## config.mk

```make
export PLATFORM = sky130hd
export DESIGN_NAME = rlr_exec
export DESIGN_NICKNAME = d
export VERILOG_FILES = /design/src/rlr_pkg.sv /design/src/rlr_exec.sv
export SDC_FILE = /design/constraint.sdc
export NUM_CORES = 1
export LEC_CHECK = 0
export ABC_CLOCK_PERIOD_IN_PS = 5300
export BUFFER_PORTS_ARGS = -buffer_cell sky130_fd_sc_hd__buf_2
export CORE_MARGIN = 2
export CORE_UTILIZATION = 35
export DETAILED_ROUTE_END_ITERATION = 12
export MAX_ROUTING_LAYER = met4
export SYNTH_ARGS = -nofsm -noshare
export SYNTH_HDL_FRONTEND = slang
export SYNTH_SLANG_ARGS = --single-unit
```

## constraint.sdc

```tcl
create_clock -name core_clk -period 5.3 [get_ports core_clk]
set_input_delay 0 -clock core_clk [delete_from_list [all_inputs] [get_ports core_clk]]
set_output_delay 0 -clock core_clk [all_outputs]
set_load 0.01 [all_outputs]
```

## src/rlr_pkg.sv

```systemverilog
/*
 * Package for the return-with-literal and rotate-right-through-carry executor.
 * Assumes a 12-bit instruction word and an 8-bit data path.
 */
package rlr_pkg;

	localparam int          INSTR_W         = 12;
	localparam int          DATA_W          = 8;
	localparam int          FADDR_W         = 5;
	localparam int          PC_W            = 9;
	localparam logic [3:0]  OPC_RETLIT      = 4'h8;
	localparam logic [5:0]  OPC_ROTRIGHT    = 6'h0C;
	localparam int          OPC_RETLIT_LSB  = 8;
	localparam int          OPC_ROT_LSB     = 6;
	localparam int          DEST_BIT        = 5;
	localparam logic [7:0]  W_RESET         = 8'h00;
	localparam logic [8:0]  PC_RESET        = 9'h000;

	typedef enum logic [1:0] {
		RLR_IDLE,
		RLR_FLUSH
	} rlr_state_e;

	typedef struct packed {
		logic              valid;
		logic [INSTR_W-1:0] word;
	} rlr_instr_s;

	typedef struct packed {
		logic              f_we;
		logic [FADDR_W-1:0] f_addr;
		logic [DATA_W-1:0]  f_wdata;
	} rlr_fwrite_s;

	typedef struct packed {
		rlr_state_e         state;
		logic [DATA_W-1:0]  w;
		logic               carry;
		logic [PC_W-1:0]    pc;
		logic               pc_load;
		logic               discard;
		rlr_fwrite_s        fw;
	} rlr_state_s;

endpackage : rlr_pkg

```

## src/rlr_exec.sv

```systemverilog
/*
 * Executor for two instructions of an 8-bit core: return-with-literal and
 * rotate-right-through-carry.
 * Assumes the fetch unit presents one instruction per cycle on core_clk, the
 * register file returns the addressed file register combinationally, and the
 * stack presents its top entry combinationally.
 */
// How it works
// (RQ1) Return-with-literal loads its eight-bit literal into the working register.
// (RQ2) Return-with-literal reloads the program counter from the stack top.
// (RQ3) Return-with-literal takes two cycles; the following fetch is discarded.
// (RQ4) Rotate decodes 0011 00df ffff; carry enters bit 7, bit 0 enters carry.
// (RQ5) Rotate changes only the carry among the status bits.
// (RQ6) With d zero the result goes to the working register only.
// (RQ7) With d one the result is written back to the file register.
// (RQ8) Rotate finishes in one cycle, destination and carry updating together.
`timescale 1ns/1ps

module rlr_exec (
	input  wire logic                        core_clk,
	input  wire logic                        resetn,
	input  wire rlr_pkg::rlr_instr_s         instr,
	input  wire logic [rlr_pkg::PC_W-1:0]    stack_top,
	input  wire logic [rlr_pkg::DATA_W-1:0]  f_rdata,
	input  wire logic                        carry_in,
	output logic      [rlr_pkg::FADDR_W-1:0] f_raddr,
	output logic      [rlr_pkg::DATA_W-1:0]  w_out,
	output logic                             carry_out,
	output logic      [rlr_pkg::PC_W-1:0]    pc_out,
	output logic                             pc_load,
	output logic                             stack_pop,
	output logic                             discard,
	output rlr_pkg::rlr_fwrite_s             fwrite,
	output logic                             busy
);

	rlr_pkg::rlr_state_s state_ff;
	rlr_pkg::rlr_state_s nxt_state;

	logic is_retlit;
	logic is_rot;
	logic dest_f;
	logic [rlr_pkg::DATA_W-1:0] rot_result;

	// An instruction arriving during the flush cycle is the discarded fetch.
	assign is_retlit = instr.valid && (state_ff.state == rlr_pkg::RLR_IDLE) &&
		(instr.word[rlr_pkg::INSTR_W-1:rlr_pkg::OPC_RETLIT_LSB] == rlr_pkg::OPC_RETLIT);
	assign is_rot = instr.valid && (state_ff.state == rlr_pkg::RLR_IDLE) &&
		(instr.word[rlr_pkg::INSTR_W-1:rlr_pkg::OPC_ROT_LSB] == rlr_pkg::OPC_ROTRIGHT); // RQ4
	assign dest_f     = instr.word[rlr_pkg::DEST_BIT];
	assign f_raddr    = instr.word[rlr_pkg::FADDR_W-1:0];
	assign rot_result = {carry_in, f_rdata[rlr_pkg::DATA_W-1:1]}; // RQ4

	always_comb begin
		nxt_state         = state_ff;
		nxt_state.pc_load = 1'b0;
		nxt_state.discard = 1'b0;
		nxt_state.fw.f_we = 1'b0;
		nxt_state.carry   = carry_in;
		case (state_ff.state)
			rlr_pkg::RLR_IDLE: begin
				if (is_retlit) begin
					nxt_state.w       = instr.word[rlr_pkg::DATA_W-1:0]; // RQ1
					nxt_state.pc      = stack_top; // RQ2
					nxt_state.pc_load = 1'b1; // RQ2
					nxt_state.state   = rlr_pkg::RLR_FLUSH; // RQ3
				end else if (is_rot) begin
					// Carry and destination commit at the same edge.
					nxt_state.carry = f_rdata[0]; // RQ4 RQ5 RQ8
					if (dest_f) begin
						nxt_state.fw.f_we    = 1'b1; // RQ7
						nxt_state.fw.f_addr  = f_raddr; // RQ7
						nxt_state.fw.f_wdata = rot_result; // RQ7
					end else begin
						nxt_state.w = rot_result; // RQ6
					end
				end
			end
			rlr_pkg::RLR_FLUSH: begin
				nxt_state.discard = 1'b1; // RQ3
				nxt_state.state   = rlr_pkg::RLR_IDLE; // RQ3
			end
			default: begin
				nxt_state.state = rlr_pkg::RLR_IDLE;
			end
		endcase
	end

	always_ff @(posedge core_clk or negedge resetn) begin
		if (!resetn) begin
			state_ff.state      <= rlr_pkg::RLR_IDLE;
			state_ff.w          <= rlr_pkg::W_RESET;
			state_ff.carry      <= 1'b0;
			state_ff.pc         <= rlr_pkg::PC_RESET;
			state_ff.pc_load    <= 1'b0;
			state_ff.discard    <= 1'b0;
			state_ff.fw.f_we    <= 1'b0;
			state_ff.fw.f_addr  <= '0;
			state_ff.fw.f_wdata <= '0;
		end else begin
			state_ff <= nxt_state;
		end
	end

	assign w_out     = state_ff.w;
	assign carry_out = state_ff.carry;
	assign pc_out    = state_ff.pc;
	assign pc_load   = state_ff.pc_load;
	assign stack_pop = state_ff.pc_load;
	assign discard   = state_ff.discard;
	assign fwrite    = state_ff.fw;
	assign busy      = (state_ff.state == rlr_pkg::RLR_FLUSH);

endmodule : rlr_exec

```

=== Word level (Yosys, flattened, before mapping) ===
Cells that the tools add are included.

* $add $sub $neg: 0
* $mul: 0
* Div/mod/pow operators: 0
* Order comparisons: 0
* Equal/unequal tests: 5
* Shift operators: 0
* Mux-type cells: 13
* Bitwise gates (word level): 1
* Reduce and logical (&&, ||, !) cells: 8

{| class="wikitable"
|+ Operators by type and width
! kind !! count
|-
| 14-bit two-way mux || 4
|-
| 8-bit two-way mux || 2
|-
| 11-bit two-way mux || 1
|-
| 10-bit two-way mux || 1
|-
| 9-bit two-way mux || 1
|-
| 6-bit by 4-bit equality test with 1-bit output, second input constant || 1
|-
| 4-bit equality test, second input constant || 1
|-
| 2-bit two-way mux || 2
|-
| 4-bit AND reduction || 1
|-
| 1-bit logical AND || 3
|-
| 3-bit AND reduction || 1
|-
| 2-bit by 1-bit equality test with 1-bit output, second input constant || 1
|-
| 2-bit logical NOT || 1
|-
| 1-bit two-way mux || 2
|-
| 2-bit by 1-bit inequality test with 1-bit output, second input constant || 1
|-
| 2-bit inequality test, second input constant || 1
|-
| 2-bit AND reduction || 1
|-
| 2-bit nonzero test || 1
|-
| 1-bit NOT || 1
|}

* Bits in registers: 36
* Bits in latches: 0
* RAM bits: 0
* ROM bits: 0
* Bits of input ports: 33
* Output and inout bits: 41
* Word-level logic and storage cells: 36
* Memories kept: 0

=== Logic depth before layout (Yosys ltp) ===
Gate-level depths: netlist of run 1.

* Word-level depth: 6
* Gate-level depth with buffers: 5
* Mapped depth without buffers: 4

=== Worst setup path after synthesis of run 1 ===
OpenSTA, ideal clock, no wires.

* Path type: flip-flop to flip-flop
* Start point: reg state_ff[34] (netlist name)
* End point: reg state_ff, in the netlist pc_out[3]
* Library setup time: 0.125 ns
* Arrival: 1.666 ns
* Data required time: 5.175 ns
* Slack: 3.510 ns
* Cell stages (with the launch flop): 5
* Path buffers: 1
* Clock period less this slack: 1.790 ns
* Cell sequence: dfrtp_1 > or3b_4 > nor4b_4 > buf_6 > mux2_2

* Cells in the longest elaborated chain, start to end: 4

{| class="wikitable"
|+ Ends and longest elaborated chain
! item !! line !! text
|-
| start, declared || rlr_exec.sv:37 || <nowiki>rlr_pkg::rlr_state_s state_ff;</nowiki>
|-
| start signal, assigned || rlr_exec.sv:101 || <nowiki>state_ff <= nxt_state;</nowiki>
|-
| 2-bit logical NOT * || rlr_exec.sv:46, rlr_exec.sv:60 ||
|-
| 1-bit logical AND (2 in series) || rlr_exec.sv:46 || <nowiki>assign is_retlit = instr.valid && (state_ff.state == rlr_pkg::RLR_IDLE) &&</nowiki>
|-
| 2-bit AND reduction (no line) * || -- ||
|}

Mark *: on every way between the ends. The rest lies on a longest branch, timed or not.
A chain may end at the register's enable or synchronous reset.

=== Worst setup path after layout of run 1 ===
* Start point: reg state_ff[34] (netlist name)
* End point: reg state_ff, in the netlist pc_out[7]

The elaborated chain is that of the path after synthesis.

==> results of run 1 <==
## registers in the layout, indices dropped and copies added, names as in the netlist
register	cells
discard	1
state_ff	1
fwrite	14
w_out	8
pc_load	1
carry_out	1
pc_out	9
## path summary, 6_finish.rpt
check,slack (ns),to,depth (start not counted),start
setup / recovery,3.39,pc_out[7]$_DFFE_PN0P_,4,state_ff[34]$_DFFE_PN0P_
hold / removal,0.006,fwrite[7]$_DFFE_PN0P_,2,carry_in
setup reg to reg,3.39,pc_out[7]$_DFFE_PN0P_,4,state_ff[34]$_DFFE_PN0P_
hold reg to reg,0.42,discard$_DFF_PN0_,0,state_ff[34]$_DFFE_PN0P_
max in group asynchronous,4.46,fwrite[3]$_DFFE_PN0P_,2,resetn
min in group asynchronous,0.34,discard$_DFF_PN0_,2,resetn
## metrics by stage
step	utilization	instance area [sq um]	total power [mW]	hold slack, ns	std cells
2_1_floorplan	-	1520	0.3937	-0.2956	97
3_3_place_gp	0.4593	1877	0.4577	0.1089	212
3_5_place_dp	0.4593	1877	0.4637	0.1319	212
4_1_cts	0.5383	2200	0.6523	0.003450	243
5_1_grt	0.5383	2200	0.6765	0.001336	243
6_report	0.5383	2200	0.6401	0.005928	243
## report_power, final
| group | switching, mW | internal (mW) | leakage, nW |
|---|---|---|---|
| registers | 0.0188 | 0.306 | 0.455 |
| clock network | 0.0828 | 0.0874 | 0.0371 |
| logic | 0.0663 | 0.0786 | 0.714 |
## synthesized netlist by cell type, drive strengths merged
library cell,number,area [sq um]
o21ai,1,5.000
dfrtp,35,875.8
buf,9,78.82
nand4bb,1,11.26
nor4,1,21.27
nand2,2,10.01
mux2,23,296.5
or3b,1,11.26
nor4b,3,41.29
nor2,2,15.01
o21ba,1,10.01
or2,1,6.260
a22o,7,61.31
a21o,7,52.55
nor3,1,10.01
nand3b,1,7.510
and2,1,6.260
## cells by family after synthesis
kind of cell	after synthesis	synth area share
simple gates	14	0.09218
compound gates	16	0.08477
buf+inv	9	0.05185
mux	23	0.1951
flops	35	0.5761
## metal layers
| layer | wire (um) | up-vias | GRT usage |
|---|---|---|---|
| li1 | - | 534 | - |
| met1 | 1432 | 564 | 0.1823 |
| met2 | 1885 | 45 | 0.2730 |
| met3 | 195 | 12 | 0.04906 |
| met4 | 130 | 0 | 0.08120 |
| met5 | 0 | - | - |
## worst register-to-register path: stages (launching register included)
cell     delay (ns)
dfrtp_1        0.40
or3b_4         0.46
nor4b_4        0.26
buf_4          0.30
mux2_2         0.37
## cell type report
class / count / area [sq um]
Fill cell: 372 / 1887
Sequential cell: 35 / 875.8
Clock buffer: 6 / 72.57
Multi-Input combinational cell: 53 / 565.5
Tap cell: 50 / 62.56
Timing Repair Buffer: 99 / 623.1
## timing repair
| item | in CTS | in global routing |
|---|---|---|
| setup buffers | 0 | 0 |
| hold buffers | 25 | 0 |
| hold endpoints to repair | 59 | 0 |
==> flow_summary.json, run 1 <==
{
  "result_of_the_run": "completed",
  "grt_antenna_before_repair": 0,
  "layout_common_cells": "buf_2, dfrtp_1, dlygate4sd3_1",
  "clockRootBuffer": "clkbuf_8",
  "post_synth.cell_area_avg_sq_um": 15.67,
  "initial_utilization": 0.3720,
  "numPortBuffers": 73,
  "fin_crit_ns": 1.907,
  "crit_path_max_incr_delay_ns": 0.46,
  "worst_skew_pair.late_latency_ns": 0.28,
  "die_extent_in_y_um": 69.91,
  "final_setup_violation_count": 0,
  "power_density_nw_per_um2": 291.0,
  "dpl_worst_slack_ns": 3.394,
  "avgRoutedWirePerCell_um": 15.00,
  "place.detailed.hpwl_um": 2551,
  "totalNegativeSetupSlack_ns": 0,
  "global_route.usage.total": 0.1654,
  "layout-drive-gt1-share": 0.5440,
  "via_count": 1155,
  "post_cts_resized": 0,
  "wire_length_after_detailed_routing_um": 3644,
  "detail_route.drc_violations": 0,
  "post_route_fraction_of_the_period_consumed_by_the_critical_path": 0.3599,
  "synth_fp_nets": 130,
  "diode_count": 0,
  "grt_setup_unrepaired": "false",
  "ir_drop_v": 0.0001056,
  "critPathSlowestCell": "or3b_4",
  "yosys_register_bits": 35,
  "number_of_nets_with_antenna_violations_after_detailed_routing": 0,
  "worst_ep_required_time_ns": 5.46,
  "cp-end-kind": "register",
  "dieArea_sq_um": 4887,
  "worst_hold_path_type": "in2reg",
  "fmax_mhz": 524.3,
  "post_route_skew_ns": 0.006022,
  "clockBufferDepth": 2,
  "p_leak_nw": 1.206,
  "synthCells": 97,
  "finalMaxSlewViolations": 0,
  "gp_routability_congestion": 0.7802,
  "layout_commonest_cell": "buf_2",
  "timing_worst_slew_pin_value_ns": 0.7870,
  "crit_type": "reg2reg",
  "ioPinCount": 74,
  "detailedRoute.firstPassIterationCount": 4,
  "clock_sinks": 35,
  "finalHoldViolCount": 0,
  "worstPathBufferInverterCount": 1,
  "grt_pass1_vias": 1250,
  "grt_first_pass_wirelength_um": 6085,
  "largest_net_degree_at_the_start_of_global_routing": 36,
  "drt-vias-per-instance": 4.753,
  "netlist_area_sq_um": 1520,
  "num-nets-final": 227,
  "placement_rows": 23,
  "slew_headroom": 0.4753,
  "crit_arrival_ns": 2.07,
  "post_synth_num_cell_types": 23,
  "cp-start-kind": "register",
  "cts_made_buffers": 5,
  "fin_ws_ns": 3.393,
  "fp.coreArea_sq_um": 4086,
  "tritoncts": "built",
  "timing.critical_path.cells": "or3b_4 > nor4b_4 > buf_4 > mux2_2",
  "clkTransAtPathRegs_ns": 0.06,
  "syn2layout_area_growth_pct": 44.69,
  "maxCapViolations": 0,
  "yosysSeqAreaShare": 0.5761,
  "synthesis.yosys.warnings": 0,
  "first_iter_violations": 75,
  "worst_path_fanout_max": 20,
  "gr-total-overflow": 0,
  "die_w_um": 69.91,
  "critPathTopFamily": "simple AND/OR/NAND/NOR gates",
  "ctsHtreeMaxLevel": 2
}
Power figures use the tool's default switching activity.
==> inputs of run 2 (changes only) <==
--- a/config.mk
+++ b/config.mk
@@ -5,12 +5,13 @@
 export SDC_FILE = /design/constraint.sdc
 export NUM_CORES = 1
 export LEC_CHECK = 0
-export ABC_CLOCK_PERIOD_IN_PS = 5300
+export ABC_CLOCK_PERIOD_IN_PS = 1600
 export BUFFER_PORTS_ARGS = -buffer_cell sky130_fd_sc_hd__buf_2
 export CORE_MARGIN = 2
 export CORE_UTILIZATION = 35
 export DETAILED_ROUTE_END_ITERATION = 12
 export MAX_ROUTING_LAYER = met4
+export PLACE_DENSITY = 0.66
 export SYNTH_ARGS = -nofsm -noshare
 export SYNTH_HDL_FRONTEND = slang
 export SYNTH_SLANG_ARGS = --single-unit
==> constraint.sdc (replaced) <==
create_clock -name core_clk -period 1.6 [get_ports core_clk]
set_input_delay 0 -clock core_clk [delete_from_list [all_inputs] [get_ports core_clk]]
set_output_delay 0 -clock core_clk [all_outputs]
set_load 0.01 [all_outputs]
==> flow_summary.json, run 2 (synthesis results as in run 1) <==
{
  "cts_made_buffers": 5,
  "grt_pass1_vias": 1355,
  "area.sequential_sq_um": 875.8,
  "setup.reg_to_reg.worst_slack_ns": -0.19,
  "highest-signal-layer": "met4",
  "cp-start-kind": "register",
  "timing.critical_path.cells": "or3b_4 > nor4b_4 > buf_4 > mux2_4",
  "grt_setup_unrepaired": "true",
  "maxCapViolations": 0,
  "layout_common_cells": "buf_2, dfrtp_1, dlygate4sd3_1",
  "fmax_mhz": 560.0,
  "dpl_cell_area_sq_um": 1982,
  "worst_ep_required_time_ns": 1.76,
  "avgRoutedWirePerCell_um": 16.24,
  "place.detailed.hpwl_um": 2682,
  "largest_net_degree_at_the_start_of_global_routing": 36,
  "fp.coreArea_sq_um": 4086,
  "detailedRoute.firstPassIterationCount": 6,
  "post_route_skew_ns": 0.01124,
  "clockBufferDepth": 2,
  "worst_hold_path_type": "in2reg",
  "drt-vias-per-instance": 4.785,
  "layout-drive-gt1-share": 0.6143,
  "grt_first_pass_wirelength_um": 6755,
  "largest_register_ffs": 14,
  "failed_checks": "negative setup slack",
  "route.layer.met1.wl_um": 1780,
  "placement_rows": 23,
  "worst_skew_pair.late_latency_ns": 0.29,
  "ctsHtreeMaxLevel": 2,
  "crit_arrival_ns": 1.95,
  "setup.worst_path.end": "pc_out[5]$_DFFE_PN0P_",
  "nFillCells": 329,
  "final_standard_cell_area_without_fillers_sq_um": 2456,
  "gr-total-overflow": 0,
  "fin_ws_ns": -0.1859,
  "r2r.worst_path.cells": 4,
  "syn2layout_area_growth_pct": 61.56,
  "numPortBuffers": 73,
  "r2r_start": "state_ff[34]$_DFFE_PN0P_",
  "diode_count": 0,
  "clock_sinks": 35,
  "multi_input_comb_area_sq_um": 650.6,
  "worst_r2r_endpoint": "pc_out[5]$_DFFE_PN0P_",
  "first_iter_violations": 62,
  "cp-end-kind": "register",
  "finalMaxSlewViolations": 0,
  "gp_routability_congestion": 0.7591,
  "detail_route.drc_violations": 0,
  "post_route_fraction_of_the_period_consumed_by_the_critical_path": 1.116,
  "die_w_um": 69.91,
  "grt_antenna_before_repair": 0,
  "final_setup_violation_count": 31,
  "timing.hold.worst_path_depth": 2,
  "worst_path_fanout_max": 4,
  "die_extent_in_y_um": 69.91,
  "p_leak_nw": 1.343,
  "clkTransAtPathRegs_ns": 0.08,
  "crit_type": "reg2reg",
  "timing_worst_slew_pin_value_ns": 0.7737,
  "ioPinCount": 74,
  "initial_utilization": 0.3720,
  "dieArea_sq_um": 4887,
  "slew_headroom": 0.4842,
  "global_route.usage.total": 0.1799,
  "fin_crit_ns": 1.786,
  "critical_path.startpoint": "state_ff[34]$_DFFE_PN0P_",
  "tritoncts": "built",
  "detailroute.wirelength.met2_um": 2190,
  "number_of_nets_with_antenna_violations_after_detailed_routing": 0,
  "total_power_mw": 2.260,
  "routed-wl-met3_um": 184,
  "num-nets-final": 242,
  "ir_drop_v": 0.0004646,
  "layout_commonest_cell": "buf_2",
  "clockRootBuffer": "clkbuf_8",
  "power_density_nw_per_um2": 920.1,
  "result_of_the_run": "complete, but fails checks",
  "via_count": 1244,
  "finalHoldViolCount": 0,
  "critPathSlowestCell": "or3b_4",
  "wire_length_after_detailed_routing_um": 4223,
  "crit_path_max_incr_delay_ns": 0.41
}
run 2: cell count changes in the layout (fill, tap and decap cells not counted), moves of 2 or more:
cell and change:
buf_12 +2, buf_4 +7, buf_6 +5, mux2_1 -5
mux2_2 -5, mux2_4 +10
run 2: layer usage:
metal | track usage | up-vias
li1 | - | 574
met1 | 0.2160 | 625
met2 | 0.3058 | 39
met3 | 0.03896 | 6
met4 | 0.05128 | 0
met5 | - | -
run 2: timing repair:
action | 4_1_cts | 5_1_grt
pin swaps | 8 | 4
gates resized for setup | 7 | 6
buffers inserted | 3 | 2
hold buffers | 26 | 0
hold endpoints to repair | 60 | 0
setup endpoints to repair | 31 | 31
cloned | 2 | 0
run 2: critical path: cells and delay by family (launching register included):
family,cells,cell delay (ns)
and+or+nand+nor,2,0.75
DFF,1,0.40
muxes,1,0.29
buffers and inverters,1,0.22
run 2: layout make-up:
| class | count | area share |
|---|---|---|
| multi-input combinational | 53 | 0.2649 |
| clock inverter | 2 | 0.005094 |
| sequential | 35 | 0.3566 |
| clock buffer | 6 | 0.02955 |
| timing repair buffer | 114 | 0.3184 |
| tap | 50 | 0.02547 |
run 2: worst min path at each step:
stage,startpoint,to,slack [ns]
after global placement,resetn,pc_out[7]$_DFFE_PN0P_,0.11
after CTS,instr[11],state_ff[34]$_DFFE_PN0P_,0.009
final,instr[11],state_ff[34]$_DFFE_PN0P_,0.02
after floorplan,resetn,carry_out$_DFF_PN0_,-0.30
after detailed placement,resetn,pc_out[3]$_DFFE_PN0P_,0.12
after global routing,instr[11],state_ff[34]$_DFFE_PN0P_,0.009
run 2: stage by stage:
step	util	worst slack (ns)	setup TNS [ns]	hold WS (ns)	instances
3_5_place_dp	0.4850	-0.2030	-3.381	0.1236	219
6_report	0.6010	-0.1859	-4.214	0.01571	260
2_1_floorplan	-	-0.1843	-3.123	-0.2956	97
4_1_cts	0.5873	-0.1796	-3.050	0.009396	258
5_1_grt	0.6010	-0.2019	-5.362	0.008892	260
3_3_place_gp	0.4850	-0.1284	-2.065	0.1086	219
run 2: report_power, final:
| part | internal [mW] | switching (mW) | total (mW) |
|---|---|---|---|
| clock | 0.304 | 0.320 | 0.624 |
| sequential | 1.01 | 0.0677 | 1.08 |
| combinational | 0.317 | 0.237 | 0.554 |
| total | 1.63 | 0.625 | 2.26 |
